## src/inc/e1lc_pkg.sv

```systemverilog
// Purpose: shared constants and types of the e1 line configuration bank
// Assumes: apb byte addresses, one 32-bit word per register, 8 live bits, except status with live bits up to 15
// Notes:   offsets are used by design and bench alike, field positions by the design only
package e1lc_pkg;

    //////////////////////////////////////////////////////////////////////
    // register byte offsets
    localparam logic [11:0] OFF_MODE      = 12'h000;
    localparam logic [11:0] OFF_CODE      = 12'h004;
    localparam logic [11:0] OFF_LOS_DET   = 12'h008;
    localparam logic [11:0] OFF_LOS_REC   = 12'h00c;
    localparam logic [11:0] OFF_CLK_CFG   = 12'h010;
    localparam logic [11:0] OFF_EXT_CLK   = 12'h014;
    localparam logic [11:0] OFF_PORT_CFG  = 12'h018;
    localparam logic [11:0] OFF_CMD       = 12'h01c;
    localparam logic [11:0] OFF_CNT_LATCH = 12'h020;
    localparam logic [11:0] OFF_STATUS    = 12'h024;
    localparam logic [5:0]  TXG_PAGE      = 6'h01;   // 0x040..0x07c

    //////////////////////////////////////////////////////////////////////
    // field positions
    localparam int MODE_STD       = 0;
    localparam int MODE_AIS_DIS   = 1;
    localparam int MODE_RX_FREE   = 2;
    localparam int MODE_TX_TRANSP = 3;
    localparam int MODE_TX_FREE   = 4;
    localparam int MODE_DIG_RAIL  = 5;
    localparam int MODE_CMI       = 6;
    localparam int CODE_TX_LSB    = 0;
    localparam int CODE_RX_LSB    = 2;
    localparam int CMD_TX_RES     = 0;
    localparam int CMD_RX_RES     = 1;
    localparam int STAT_LOS       = 0;
    localparam int STAT_SETTLING  = 1;
    localparam int STAT_T1        = 2;
    localparam int STAT_CNT_LSB   = 8;

    //////////////////////////////////////////////////////////////////////
    // reset values
    localparam logic [7:0] RST_MODE     = 8'h00;
    localparam logic [7:0] RST_CODE     = 8'h00;
    localparam logic [7:0] RST_LOS_DET  = 8'h00;
    localparam logic [7:0] RST_LOS_REC  = 8'h00;
    localparam logic [7:0] RST_CLK_CFG  = 8'h10;
    localparam logic [7:0] RST_EXT_CLK  = 8'h00;
    localparam logic [7:0] RST_PORT_CFG = 8'h00;
    localparam logic [7:0] RST_TXG      = 8'h00;

    //////////////////////////////////////////////////////////////////////
    // timing
    localparam int LOS_DET_STEP  = 16;     // zeros per detect count step
    localparam int T1_SETTLE_US  = 20;
    localparam int CLK_MHZ       = 250;
    localparam int T1_SETTLE_CYC = T1_SETTLE_US * CLK_MHZ;
    localparam int E1_BIT_DIV    = 122;    // 250 MHz / 2.048 MHz, rounded down

    typedef enum logic [1:0] {E1LC_AMI, E1LC_HDB3, E1LC_CMI, E1LC_CMI_HDB3} e1lc_code_t;
    typedef enum logic [1:0] {E1LC_ST_E1, E1LC_ST_SETTLE, E1LC_ST_T1} e1lc_std_t;

endpackage

```

## src/design/e1lc_los_det.sv

```systemverilog
// Purpose: loss-of-signal detect and recovery on the received bit stream
// Assumes: bit_en marks one received bit per pulse
// Notes:   detect after (det+1)*16 zeros, recover on rec+1 ones per interval
`timescale 1ns/1ns
module e1lc_los_det
    import e1lc_pkg::*;
(
    input  wire logic       pclk,
    input  wire logic       presetn,
    input  wire logic       clr,
    input  wire logic       bit_en,
    input  wire logic       bit_in,
    input  wire logic [7:0] det_count,
    input  wire logic [7:0] rec_count,
    output logic            los
);

    logic [8:0]  det_p1;
    logic [12:0] det_thr;
    logic [8:0]  rec_thr;
    logic [12:0] zero_run_r;
    logic [12:0] win_r;
    logic [8:0]  ones_r;
    logic [8:0]  ones_nxt;
    logic        los_r;

    // thresholds from the two count registers
    assign det_p1   = {1'b0, det_count} + 9'd1;
    assign det_thr  = 13'(det_p1 * LOS_DET_STEP);
    assign rec_thr  = {1'b0, rec_count} + 9'd1;
    assign ones_nxt = ones_r + {8'd0, bit_in};
    assign los      = los_r;

    //////////////////////////////////////////////////////////////////////
    // zero run while in sync, ones per window while lost
    always_ff @(posedge pclk or negedge presetn) begin
        if (!presetn) begin
            zero_run_r <= '0;
            win_r      <= '0;
            ones_r     <= '0;
            los_r      <= 1'b0;
        end else if (clr) begin
            zero_run_r <= '0;
            win_r      <= '0;
            ones_r     <= '0;
            los_r      <= 1'b0;
        end else if (bit_en && !los_r) begin
            if (bit_in) begin
                zero_run_r <= '0;
            end else if (zero_run_r + 13'd1 == det_thr) begin
                los_r      <= 1'b1;
                zero_run_r <= '0;
                win_r      <= '0;
                ones_r     <= '0;
            end else begin
                zero_run_r <= zero_run_r + 13'd1;
            end
        end else if (bit_en) begin
            if (ones_nxt == rec_thr) begin
                los_r  <= 1'b0;
                win_r  <= '0;
                ones_r <= '0;
            end else if (win_r + 13'd1 == det_thr) begin
                win_r  <= '0;
                ones_r <= '0;
            end else begin
                win_r  <= win_r + 13'd1;
                ones_r <= ones_nxt;
            end
        end
    end

    a_los_declare: assert property (
        @(posedge pclk) disable iff (!presetn)
        (det_count == 8'h0a && bit_en && !bit_in && !los_r && !clr && zero_run_r == 13'd175) |=> los_r)
        else $error("los not declared after 176 zeros");

    a_los_recover: assert property (
        @(posedge pclk) disable iff (!presetn)
        (rec_count == 8'h15 && bit_en && bit_in && los_r && !clr && ones_r == 9'd21) |=> !los_r)
        else $error("los not cleared after 22 ones");

endmodule

```

## src/design/e1lc_line_cfg.sv

```systemverilog
// Purpose: apb register bank and control of one e1 line interface channel
// Assumes: apb master, single 250 MHz clock, line bit strobes synchronous
// Notes:   zero wait state slave; read data is captured in the setup cycle
//
// The register addresses and register access over APB were decided locally.
`timescale 1ns/1ns
// Operation
// - unused addresses read meaningless data; writes avoided or zero
// - control registers read back, except tx group, command and latch
// - ais insert disable bit suppresses ais on the data stream
// - rx free run bit runs the receive elastic store free
// - tx transparent bit passes transmit data unchanged
// - tx free run bit runs the transmitter from internal timing
// - analog line offers ami/hdb3; digital adds cmi with optional precode
// - detect count 0a hex declares los after 176 zeros
// - recovery count 15 hex clears los after 22 ones per interval
// - e1 after reset; t1 mode active only after 20 us settling
module e1lc_line_cfg
    import e1lc_pkg::*;
#(
    parameter int SETTLE_CYC = T1_SETTLE_CYC
)(
    input  wire logic        pclk,
    input  wire logic        presetn,
    input  wire logic        psel,
    input  wire logic        penable,
    input  wire logic        pwrite,
    input  wire logic [11:0] paddr,
    input  wire logic [31:0] pwdata,
    output logic [31:0]      prdata,
    output logic             pready,
    output logic             pslverr,
    input  wire logic        legacy_pinout_sel,
    input  wire logic        rx_bit_en,
    input  wire logic        rx_bit,
    input  wire logic        rx_slip_req,
    input  wire logic        tx_bit_en_ext,
    input  wire logic        tx_data,
    input  wire logic [3:0]  tx_slot,
    output logic             rx_data_out,
    output logic             rx_slip,
    output logic             los,
    output logic             tx_line_bit,
    output logic             tx_bit_strobe,
    output logic [7:0]       tx_pattern,
    output e1lc_code_t       tx_code,
    output e1lc_code_t       rx_code,
    output logic             t1_mode_active,
    output logic             settling,
    output logic [7:0]       master_clock_cfg,
    output logic [7:0]       ext_clock_mode,
    output logic [7:0]       global_port_cfg,
    output logic             tx_soft_reset,
    output logic             rx_soft_reset
);

    //////////////////////////////////////////////////////////////////////
    // declarations
    logic [7:0]  mode_r;
    logic [7:0]  code_r;
    logic [7:0]  los_det_r;
    logic [7:0]  los_rec_r;
    logic [7:0]  clk_cfg_r;
    logic [7:0]  ext_clk_r;
    logic [7:0]  port_cfg_r;
    logic [7:0]  txg_r [16];
    logic [31:0] prdata_r;
    logic        tx_res_r;
    logic        rx_res_r;
    logic [7:0]  los_evt_cnt_r;
    logic [7:0]  los_latched_r;
    logic        los_d_r;
    e1lc_std_t   std_r;
    logic [12:0] settle_cnt_r;
    logic [6:0]  div_cnt_r;
    logic        div_tick;
    logic        tx_strobe;
    logic        tx_line_r;
    logic        rx_data_r;
    logic        rx_slip_r;
    logic [7:0]  tx_pat_r;
    e1lc_code_t  tx_code_r;
    e1lc_code_t  rx_code_r;
    logic        los_w;

    logic        wr_en;
    logic        rd_setup;
    logic [7:0]  wdat;
    logic        hit_mode;
    logic        hit_code;
    logic        hit_det;
    logic        hit_rec;
    logic        hit_clk;
    logic        hit_ext;
    logic        hit_port;
    logic        hit_cmd;
    logic        hit_latch;
    logic        hit_stat;
    logic        hit_txg;
    logic        hit_any;
    logic        los_rise;
    logic [31:0] status_w;
    logic [31:0] rd_mux;

    //////////////////////////////////////////////////////////////////////
    // line code selection, shared by transmit and receive
    function automatic e1lc_code_t code_decode(input logic [1:0] fld, input logic dig, input logic cmi);
        e1lc_code_t c;
        c = fld[0] ? E1LC_HDB3 : E1LC_AMI;
        // cmi only exists on the digital rails
        if (dig && cmi && fld[1]) begin
            c = fld[0] ? E1LC_CMI_HDB3 : E1LC_CMI;
        end
        return c;
    endfunction

    //////////////////////////////////////////////////////////////////////
    // apb decode
    assign wr_en     = psel & penable & pwrite;
    assign rd_setup  = psel & ~penable & ~pwrite;
    assign wdat      = pwdata[7:0];
    assign hit_mode  = paddr == OFF_MODE;
    assign hit_code  = paddr == OFF_CODE;
    assign hit_det   = paddr == OFF_LOS_DET;
    assign hit_rec   = paddr == OFF_LOS_REC;
    assign hit_clk   = paddr == OFF_CLK_CFG;
    assign hit_ext   = paddr == OFF_EXT_CLK;
    assign hit_port  = paddr == OFF_PORT_CFG;
    assign hit_cmd   = paddr == OFF_CMD;
    assign hit_latch = paddr == OFF_CNT_LATCH;
    assign hit_stat  = paddr == OFF_STATUS;
    assign hit_txg   = (paddr[11:6] == TXG_PAGE) && (paddr[1:0] == 2'b00);
    assign hit_any   = hit_mode | hit_code | hit_det | hit_rec | hit_clk | hit_ext
                     | hit_port | hit_cmd | hit_latch | hit_stat | hit_txg;
    assign pready    = 1'b1;   // every access completes in its first access cycle
    assign pslverr   = 1'b0;   // unused addresses are not errors

    // status word: live los, settling, standard, latched los count
    assign status_w = {16'h0000, los_latched_r, 5'h00,
                       t1_mode_active, settling, los_w};

    assign rd_mux = hit_mode ? {24'h00_0000, mode_r}     :
                    hit_code ? {24'h00_0000, code_r}     :
                    hit_det  ? {24'h00_0000, los_det_r}  :
                    hit_rec  ? {24'h00_0000, los_rec_r}  :
                    hit_clk  ? {24'h00_0000, clk_cfg_r}  :
                    hit_ext  ? {24'h00_0000, ext_clk_r}  :
                    hit_port ? {24'h00_0000, port_cfg_r} :
                    hit_stat ? status_w                  :
                    32'h0000_0000;

    //////////////////////////////////////////////////////////////////////
    // read data captured at setup, stable through the access phase
    always_ff @(posedge pclk or negedge presetn) begin
        if (!presetn) begin
            prdata_r <= 32'h0000_0000;
        end else if (rd_setup) begin
            prdata_r <= rd_mux;
        end
    end
    assign prdata = prdata_r;

    //////////////////////////////////////////////////////////////////////
    // read/write control registers
    always_ff @(posedge pclk or negedge presetn) begin
        if (!presetn) begin
            mode_r     <= RST_MODE;
            code_r     <= RST_CODE;
            los_det_r  <= RST_LOS_DET;
            los_rec_r  <= RST_LOS_REC;
            clk_cfg_r  <= RST_CLK_CFG;
            ext_clk_r  <= RST_EXT_CLK;
            port_cfg_r <= RST_PORT_CFG;
        end else if (wr_en) begin
            if (hit_mode) mode_r <= wdat;
            if (hit_code) code_r <= wdat;
            if (hit_det)  los_det_r <= wdat;
            if (hit_rec)  los_rec_r <= wdat;
            if (hit_clk)  clk_cfg_r <= wdat;
            if (hit_ext && !legacy_pinout_sel)  ext_clk_r <= wdat;
            if (hit_port && !legacy_pinout_sel) port_cfg_r <= wdat;
        end
    end

    //////////////////////////////////////////////////////////////////////
    // write-only transmit group, one generated register per slot
    genvar gi;
    generate
        for (gi = 0; gi < 16; gi++) begin : g_txg
            always_ff @(posedge pclk or negedge presetn) begin
                if (!presetn) begin
                    txg_r[gi] <= RST_TXG;
                end else if (wr_en && hit_txg && paddr[5:2] == 4'(gi)) begin
                    txg_r[gi] <= wdat;
                end
            end
        end
    endgenerate

    //////////////////////////////////////////////////////////////////////
    // command pulses: soft resets last one cycle after the write
    always_ff @(posedge pclk or negedge presetn) begin
        if (!presetn) begin
            tx_res_r <= 1'b0;
            rx_res_r <= 1'b0;
        end else begin
            tx_res_r <= wr_en & hit_cmd & pwdata[CMD_TX_RES];
            rx_res_r <= wr_en & hit_cmd & pwdata[CMD_RX_RES];
        end
    end
    assign tx_soft_reset = tx_res_r;
    assign rx_soft_reset = rx_res_r;

    //////////////////////////////////////////////////////////////////////
    // los detector
    e1lc_los_det u_los (
        .pclk      (pclk),
        .presetn   (presetn),
        .clr       (rx_res_r),
        .bit_en    (rx_bit_en),
        .bit_in    (rx_bit),
        .det_count (los_det_r),
        .rec_count (los_rec_r),
        .los       (los_w)
    );
    assign los      = los_w;
    assign los_rise = los_w & ~los_d_r;

    // los event counter; a latch command snapshots it and restarts it,
    // an event in that same cycle is counted into the fresh count
    always_ff @(posedge pclk or negedge presetn) begin
        if (!presetn) begin
            los_d_r       <= 1'b0;
            los_evt_cnt_r <= 8'h00;
            los_latched_r <= 8'h00;
        end else begin
            los_d_r <= los_w;
            if (wr_en && hit_latch) begin
                los_latched_r <= los_evt_cnt_r;
                los_evt_cnt_r <= {7'h00, los_rise};
            end else if (los_rise && los_evt_cnt_r != 8'hff) begin
                los_evt_cnt_r <= los_evt_cnt_r + 8'h01;
            end
        end
    end

    //////////////////////////////////////////////////////////////////////
    // standard switch with settling
    always_ff @(posedge pclk or negedge presetn) begin
        if (!presetn) begin
            std_r        <= E1LC_ST_E1;
            settle_cnt_r <= '0;
        end else if (!mode_r[MODE_STD]) begin
            std_r        <= E1LC_ST_E1;   // back to e1 at once
            settle_cnt_r <= '0;
        end else begin
            case (std_r)
                E1LC_ST_E1: begin
                    std_r        <= E1LC_ST_SETTLE;
                    settle_cnt_r <= '0;
                end
                E1LC_ST_SETTLE: begin
                    if (settle_cnt_r == 13'(SETTLE_CYC - 1)) begin
                        std_r <= E1LC_ST_T1;
                    end else begin
                        settle_cnt_r <= settle_cnt_r + 13'd1;
                    end
                end
                E1LC_ST_T1: std_r <= E1LC_ST_T1;
                default:    std_r <= E1LC_ST_E1;
            endcase
        end
    end
    assign t1_mode_active = std_r == E1LC_ST_T1;
    assign settling       = std_r == E1LC_ST_SETTLE;

    //////////////////////////////////////////////////////////////////////
    // free-run bit timing
    // integer divider: slight rate error traded for a single clock
    assign div_tick  = div_cnt_r == 7'(E1_BIT_DIV - 1);
    assign tx_strobe = mode_r[MODE_TX_FREE] ? div_tick : tx_bit_en_ext;
    always_ff @(posedge pclk or negedge presetn) begin
        if (!presetn) begin
            div_cnt_r <= '0;
        end else if (div_tick || tx_res_r) begin
            div_cnt_r <= '0;
        end else begin
            div_cnt_r <= div_cnt_r + 7'd1;
        end
    end
    assign tx_bit_strobe = tx_strobe;

    //////////////////////////////////////////////////////////////////////
    // transparent transmit path
    // without transparency the line idles at all ones
    always_ff @(posedge pclk or negedge presetn) begin
        if (!presetn) begin
            tx_line_r <= 1'b1;
            tx_pat_r  <= RST_TXG;
        end else if (tx_res_r) begin
            tx_line_r <= 1'b1;
            tx_pat_r  <= RST_TXG;
        end else begin
            tx_pat_r <= txg_r[tx_slot];
            if (tx_strobe) begin
                tx_line_r <= mode_r[MODE_TX_TRANSP] ? tx_data : 1'b1;
            end
        end
    end
    assign tx_line_bit = tx_line_r;
    assign tx_pattern  = tx_pat_r;

    //////////////////////////////////////////////////////////////////////
    // ais suppression, free-running store
    always_ff @(posedge pclk or negedge presetn) begin
        if (!presetn) begin
            rx_data_r <= 1'b1;
            rx_slip_r <= 1'b0;
        end else begin
            // free-running store never reports a slip
            rx_slip_r <= rx_slip_req & ~mode_r[MODE_RX_FREE];
            if (rx_bit_en) begin
                rx_data_r <= (los_w && !mode_r[MODE_AIS_DIS]) ? 1'b1 : rx_bit;
            end
        end
    end
    assign rx_data_out = rx_data_r;
    assign rx_slip     = rx_slip_r;

    //////////////////////////////////////////////////////////////////////
    // code selection
    always_ff @(posedge pclk or negedge presetn) begin
        if (!presetn) begin
            tx_code_r <= E1LC_AMI;
            rx_code_r <= E1LC_AMI;
        end else begin
            tx_code_r <= code_decode(code_r[CODE_TX_LSB +: 2], mode_r[MODE_DIG_RAIL], mode_r[MODE_CMI]);
            rx_code_r <= code_decode(code_r[CODE_RX_LSB +: 2], mode_r[MODE_DIG_RAIL], mode_r[MODE_CMI]);
        end
    end
    assign tx_code          = tx_code_r;
    assign rx_code          = rx_code_r;
    assign master_clock_cfg = clk_cfg_r;
    assign ext_clock_mode   = ext_clk_r;
    assign global_port_cfg  = port_cfg_r;

    //////////////////////////////////////////////////////////////////////
    // checks
    a_unused_read: assert property (
        @(posedge pclk) disable iff (!presetn)
        (rd_setup && !hit_any) |=> prdata == 32'h0000_0000)
        else $error("unused address read not zero");

    a_wo_readzero: assert property (
        @(posedge pclk) disable iff (!presetn)
        (rd_setup && (hit_cmd || hit_latch || hit_txg)) |=> prdata == 32'h0000_0000)
        else $error("write-only register read back data");

    a_ais_suppress: assert property (
        @(posedge pclk) disable iff (!presetn)
        (rx_bit_en && !rx_bit && mode_r[MODE_AIS_DIS]) |=> !rx_data_out)
        else $error("ais inserted while disabled");

    a_rx_freerun: assert property (
        @(posedge pclk) disable iff (!presetn)
        mode_r[MODE_RX_FREE] |=> !rx_slip)
        else $error("slip reported in free-running store");

    a_tx_transp: assert property (
        @(posedge pclk) disable iff (!presetn)
        (tx_strobe && !tx_res_r && mode_r[MODE_TX_TRANSP]) |=> tx_line_bit == $past(tx_data))
        else $error("transmit data not passed transparently");

    a_tx_freerun: assert property (
        @(posedge pclk) disable iff (!presetn)
        (mode_r[MODE_TX_FREE] && $past(mode_r[MODE_TX_FREE]) && tx_bit_strobe)
            |=> !tx_bit_strobe [*8])
        else $error("free-run strobe spacing wrong");

    a_code_analog: assert property (
        @(posedge pclk) disable iff (!presetn)
        !$past(mode_r[MODE_DIG_RAIL]) |-> (tx_code inside {E1LC_AMI, E1LC_HDB3}))
        else $error("cmi selected on analog line");

    a_settle_time: assert property (
        @(posedge pclk) disable iff (!presetn)
        $rose(t1_mode_active) |-> $past(settle_cnt_r) == 13'(SETTLE_CYC - 1) && $past(settling))
        else $error("t1 active before settling time");

endmodule

```

## config.mk

```make
export PLATFORM = sky130hd
export DESIGN_NAME = e1lc_line_cfg
export DESIGN_NICKNAME = d
export VERILOG_FILES = /design/src/inc/e1lc_pkg.sv /design/src/design/e1lc_los_det.sv /design/src/design/e1lc_line_cfg.sv
export SDC_FILE = /design/constraint.sdc
export NUM_CORES = 1
export LEC_CHECK = 0
export BUFFER_PORTS_ARGS = -buffer_cell sky130_fd_sc_hd__buf_2
export CAP_MARGIN = 0
export CORE_MARGIN = 3
export CORE_UTILIZATION = 51
export CTS_BUF_LIST = sky130_fd_sc_hd__clkbuf_4
export DETAILED_ROUTE_END_ITERATION = 10
export GPL_TIMING_DRIVEN = 0
export HOLD_SLACK_MARGIN = 0.15
export PLACE_DENSITY = 0.67
export REMOVE_ABC_BUFFERS = 1
export SETUP_SLACK_MARGIN = 0.2
export SYNTH_ARGS = -nofsm -noshare
export SYNTH_HDL_FRONTEND = slang
export SYNTH_SLANG_ARGS = --single-unit
export TNS_END_PERCENT = 20
```

## constraint.sdc

```tcl
create_clock -name pclk -period 8.6 [get_ports pclk]
set_clock_uncertainty 0.15 [all_clocks]
set_input_delay 1.29 -clock pclk [delete_from_list [all_inputs] [get_ports pclk]]
set_output_delay 1.29 -clock pclk [all_outputs]
set_load 0.05 [all_outputs]
```

* After elaboration in Yosys (flattened, before gate mapping)
Index checks and enable logic that the tools add are counted.
** Word-level totals
- Bits in registers :: 308
- Bits of input ports :: 59
- Word-level logic and storage cells :: 209
** Operators by class
- $add $sub $neg :: 8
- $lt $le $gt $ge :: 1
- Equality and inequality tests :: 38
- Multiplexer cells :: 56
- Bitwise gates (word level) :: 14
- Reduce and logical (&&, ||, !) cells :: 50
** Operators by type and width (count)
- 2-to-1 mux 13 bit :: 13
- 2-to-1 mux 16 bit :: 8
- 2-to-1 mux 9 bit :: 7
- equality test 12 x 5 -> 1 bit, second input constant :: 4
- 2-to-1 mux 8 bit :: 5
- adder 13 x 1 -> 13 bit, second input constant :: 3
- binary-select mux 8 bit (select 4 bit) :: 1
- equality test 4 bit, second input constant :: 8
- logical AND 1 bit :: 27
- equality test 13 bit :: 2
- one-hot mux 13 bit (2 select lines) :: 1
- equality test 12 x 4 -> 1 bit, second input constant :: 2
- equality test 12 x 6 -> 1 bit, second input constant :: 2
- adder 8 x 1 -> 9 bit, second input constant :: 2
- equality test 4 x 3 -> 1 bit, second input constant :: 4
- AND reduction 2 bit :: 8
- 2-to-1 mux 1 bit :: 15
- equality test 13 bit, second input constant :: 1
- equality test 12 x 3 -> 1 bit, second input constant :: 1
- logical NOT 12 bit :: 1
- adder 9 x 1 -> 9 bit :: 1
- AND 1 bit :: 9
- equality test 9 bit :: 1
- inequality test 3 bit, second input constant :: 3
- 24 further kinds :: 38

* Logic depth before layout (Yosys ltp)
- Word-level depth :: 9
- Mapped depth :: 11
- Gate-level depth less buffers :: 10

* Modules after synthesis
Synthesis repeated with hierarchy kept, for this count alone.
** Unflattened totals
- Cells, all modules :: 1190
- Area, all modules :: 14745.4 µm²
** By module, submodules not included
- e1lc_line_cfg :: times used 1, cells each 865, area each 11826.3 µm²
- e1lc_los_det :: times used 1, cells each 325, area each 2919.0 µm²

* Least setup slack after synthesis
OpenSTA, ideal clock, no wires.
- Kind :: input to register
- Start point :: in paddr[7]
- End point :: reg prdata_r[2] (netlist: prdata[2])
- Library setup time :: 0.082 ns
- Arrival time :: 3.280 ns
- Path slack :: 5.088 ns
- Stages :: 7
- Path buffers :: 0
- Cells stage by stage :: or4_1 -> nor3_2 -> nand2_1 -> nor2_1 -> mux2_2 -> a32o_1 -> a31oi_1
** On the way
- Word-level cells in the longest chain between the ends :: 9
** RTL lines
- start, declared :: RTL line e1lc_line_cfg.sv:28 : input wire logic [11:0] paddr,
- equality test 12 x 6 -> 1 bit :: RTL line e1lc_line_cfg.sv:131 : assign hit_stat = paddr == OFF_STATUS;
- 2-to-1 mux 16 bit :: RTL line e1lc_line_cfg.sv:149 : hit_stat ? status_w :
- 2-to-1 mux 16 bit :: RTL line e1lc_line_cfg.sv:148 : hit_port ? {24'h00_0000, port_cfg_r} :
- 2-to-1 mux 16 bit :: RTL line e1lc_line_cfg.sv:147 : hit_ext ? {24'h00_0000, ext_clk_r} :
- 2-to-1 mux 16 bit :: RTL line e1lc_line_cfg.sv:146 : hit_clk ? {24'h00_0000, clk_cfg_r} :
- 2-to-1 mux 16 bit :: RTL line e1lc_line_cfg.sv:145 : hit_rec ? {24'h00_0000, los_rec_r} :
- 2-to-1 mux 16 bit :: RTL line e1lc_line_cfg.sv:144 : hit_det ? {24'h00_0000, los_det_r} :
- 2-to-1 mux 16 bit :: RTL line e1lc_line_cfg.sv:143 : hit_code ? {24'h00_0000, code_r} :
- 2-to-1 mux 16 bit * :: RTL line e1lc_line_cfg.sv:142 : assign rd_mux = hit_mode ? {24'h00_0000, mode_r} :
- end signal, assigned :: RTL line e1lc_line_cfg.sv:158 : prdata_r <= rd_mux;
- end, declared :: RTL line e1lc_line_cfg.sv:67 : logic [31:0] prdata_r;
Every way passes the cells marked *; elsewhere a longest branch is shown, timed or not.
A chain may end at the register's enable or synchronous reset.

* Worst setup path after layout
- Start point :: reg los_det_r[0]
- End point :: reg u_los.ones_r[8]
** On the way
- Word-level cells in the longest chain between the ends :: 7
** RTL lines
- start, declared :: RTL line e1lc_line_cfg.sv:61 : logic [7:0] los_det_r;
- start signal, assigned :: RTL line e1lc_line_cfg.sv:177 : if (hit_det) los_det_r <= wdat;
- adder 8 x 1 -> 9 bit * :: RTL line e1lc_los_det.sv:28 : assign det_p1 = {1'b0, det_count} + 9'd1;
- equality test 13 bit :: RTL line e1lc_los_det.sv:63 : end else if (win_r + 13'd1 == det_thr) begin
- 2-to-1 mux 9 bit :: RTL line e1lc_los_det.sv:63
- 2-to-1 mux 9 bit :: RTL line e1lc_los_det.sv:59 : if (ones_nxt == rec_thr) begin
- 2-to-1 mux 9 bit :: RTL line e1lc_los_det.sv:58 : end else if (bit_en) begin
- 2-to-1 mux 9 bit :: RTL line e1lc_los_det.sv:47 : end else if (bit_en && !los_r) begin
- 2-to-1 mux 9 bit :: RTL line e1lc_los_det.sv:42 : end else if (clr) begin
- end signal, assigned :: RTL line e1lc_los_det.sv:68 : ones_r <= ones_nxt;
- end, declared :: RTL line e1lc_los_det.sv:23 : logic [8:0] ones_r;
Every way passes the cells marked *; elsewhere a longest branch is shown, timed or not. The select of a mux whose other input is x is not followed.

==> reports/metrics.csv <==
stage,metric,value,unit
setup_path,Crit Path Category,reg2reg,
timing,Max Slew Vio Count,0,
clocking,CTS tree,done,
clocking,Worst-path clk slew,60,ps
detailed_routing,Final ANT Viol Nets,0,
detailed_routing,Vias,9790,
power_and_ir_drop,Static Leak,0.00785,µW
setup_path,WP data required,9000,ps
synth,sequential fraction of the synthesis area,50.7,%
synth,"area leader, netlist",dfrtp_1,
timing,final hold viol count,0,
setup_path,Worst setup SP type,flop,
synth,top_reg_cell synth,dfrtp_1,
clocking,CTS resizes,0,
detailed_routing,drt drc,0,
detailed_routing,WL per Instance,19.5,µm
synth,"EDFF count, synth",0,
clocking,"Hold-fix buffers, CTS",0,
die,IO Pins,138,
timing,Slew @ Worst Pin,1140,ps
synth,"Async S/R FF share, synth",100,%
status,status,"finished, final reports clean",
clocking,root buf cell,clkbuf_4,
synth,share of the synthesized area in the top cell type,50.1,%
die,Die X,174,µm
place,Placer Congestion,0.837,
die,die height,174,µm
timing,min Tclk post-route,4010,ps
finish,fin area,0.0161,mm²
global_route,vias in the first global route,9792,
power_and_ir_drop,Pwr Density,171,mW/mm²
global_route,Tot GR Track Use,22.2,%
synth,"Cell Area, Synth",0.0144,mm²
detailed_routing,Initial DRC Count,741,
die,Core ar.,0.0274,mm²
synth,Yosys reg bits,292,
synth,"top cells by area, synth","dfrtp_1 50%, mux2_2 15%, mux4_2 6.2%",
job,maxcap violations,0,
min_path,Hold WC Path Type,reg2reg,
timing,Max Freq,249,MHz
clocking,H-tree level count,3,
place,post-DP HPWL,22.4,mm
finish,Nets,1368,
timing,fin crit share,46.7,%
place,Placed Cells,1587,
timing,relative slew slack,24.3,%
global_route,gr ovfl total,0,
power_and_ir_drop,VDD IR-drop max,91.0,µV
global_route,largest net degree at the start of global routing,120,
clocking,CTS Sinks,292,
clocking,CTS buffer count,79,
die,Initial Util,52.7,%
setup_path,Setup crit end kind,flop,
setup_path,Max Fanout on Critical Path,24,
timing,RSZ-0062 raised after global routing,false,
setup_path,critical path data arrival time,4420,ps
finish,area delta synth->final,11.3,%
finish,filler cell count,2298,
finish,share of layout cells above drive strength 1,35.7,%
clocking,Clock Path Buffers,3,
clocking,postcts setup bufs,0,
clocking,Worst-Skew Late Latency,690,ps
detailed_routing,First-pass DRT Iterations,7,
die,Die ar.,0.0304,mm²
timing,Final Setup Violations,0,
detailed_routing,Via density,5.71,
die,Row Count,60,
finish,non-filler instance count after layout,1716,
synth,synthesized area per cell,12.2,µm²
place,PortBufs,95,
synth,yosys warns,0,
place,DP Area,0.0151,mm²
synth,Yosys cell types,75,
detailed_routing,final WL,33.5,mm
timing,Setup TNS,0,ps
finish,post-layout util,58.6,%
global_route,initial antenna violation count,1,
synth,Syn Inst Count,1179,
global_route,first-pass GRT wire length,53.3,mm
area by class of cell:
class / instances / area, µm² / area share (%)
sequential: 292 / 7310 / 45.5
clock inverter: 12 / 73.8 / 0.460
multi-input combinational: 811 / 6750 / 42.0
clock buffer: 116 / 871 / 5.42
antenna: 1 / 2.50 / 0.0156
timing repair buffer: 97 / 541 / 3.36
tap: 372 / 465 / 2.90
inverter: 15 / 56.3 / 0.350
synthesized netlist by cell type (9+ instances only):
library cell,n
a22o_1,11
mux4_2,40
xor2_1,21
nor3_1,20
mux2_2,188
nand3_1,43
and3_1,10
buf_2,9
o21ai_0,13
xnor3_1,9
a21o_1,9
clkbuf_1,41
nand4_1,17
ha_1,13
dfrtp_1,289
a22oi_1,11
a21oi_1,9
nor2_1,79
nand2_1,117
xnor2_1,39
nor2b_1,18
inv_1,15
buf_4,18
power breakdown:
part	total, µW	switching, µW	internal, µW
Combinational	149	111	38.0
Clock	1180	568	616
Sequential	1410	16.0	1390
Total	2740	696	2040
layout by cell type (no fill, tap or decap), types with 10 or more instances in the layout:
cell      count
xnor2_1      39
conb_1       18
buf_2        94
nand2_1     117
nand4_1      17
inv_1        15
a22o_1       11
mux2_2      188
nor3_1       20
o21ai_0      13
xor2_1       21
and3_1       10
dfrtp_1     289
nor2b_1      18
nand3_1      43
mux4_2       40
nor2_1       79
ha_1         13
a22oi_1      11
clkbuf_4    116
logic make-up (layout without fill, tap and decap cells):
group,after synthesis,in the layout,synth area share (%)
mux,229,229,21.0
fa+ha+maj,13,13,1.13
buf+inv,92,240,3.10
flops,292,292,50.7
other cells,2,19,0.0520
xor+xnor,70,70,5.16
compound gates,120,120,6.55
simple gates,361,361,12.4
critical path: stages, from the launching register on:
cell      delay (ps)
dfrtp_1          580
ha_1             350
nand4_1          200
nor2_1           160
xnor2_1          220
xnor2_1          170
mux2_2           370
o21bai_2         880
nor2_2           380
a221o_1          420
registers in the layout, summed over array words and instances, names as in the netlist, 9 cells and up:
register          flops
settle_cnt_r         13
txg_r               128
u_los.win_r          13
u_los.ones_r          9
u_los.zero_run_r     13
prdata               16
per-layer routing:
metal | track usage, % | up-vias | routed length [µm]
met5 | 0 | - | 0
met4 | 8.75 | 0 | 895
met3 | 5.18 | 55 | 1750
met2 | 34.1 | 257 | 15600
met1 | 30.7 | 4969 | 15300
li1 | - | 4509 | -
metrics by stage:
step                      hold slack (ps)  worst slack [ps]  total power (µW)
final                                 261              4590              2740
after floorplan                       219              4940              1500
after global placement                232               532              1580
after CTS                             248              4180              2780
after global routing                  254              4270              2870
after detailed placement              245              3990              1580
final timing paths:
kind,from,end,slack [ps],cells after the start
max in group asynchronous,presetn,los_evt_cnt_r[3],6920,2
max reg2reg,los_det_r[0],u_los.ones_r[8],4590,9
min reg2reg,code_r[2],rx_code[0],260,0
max,los_det_r[0],u_los.ones_r[8],4590,9
min,code_r[2],rx_code[0],260,0
min in group asynchronous,presetn,u_los.zero_run_r[2],400,1
(Power assumes the default switching activity.)
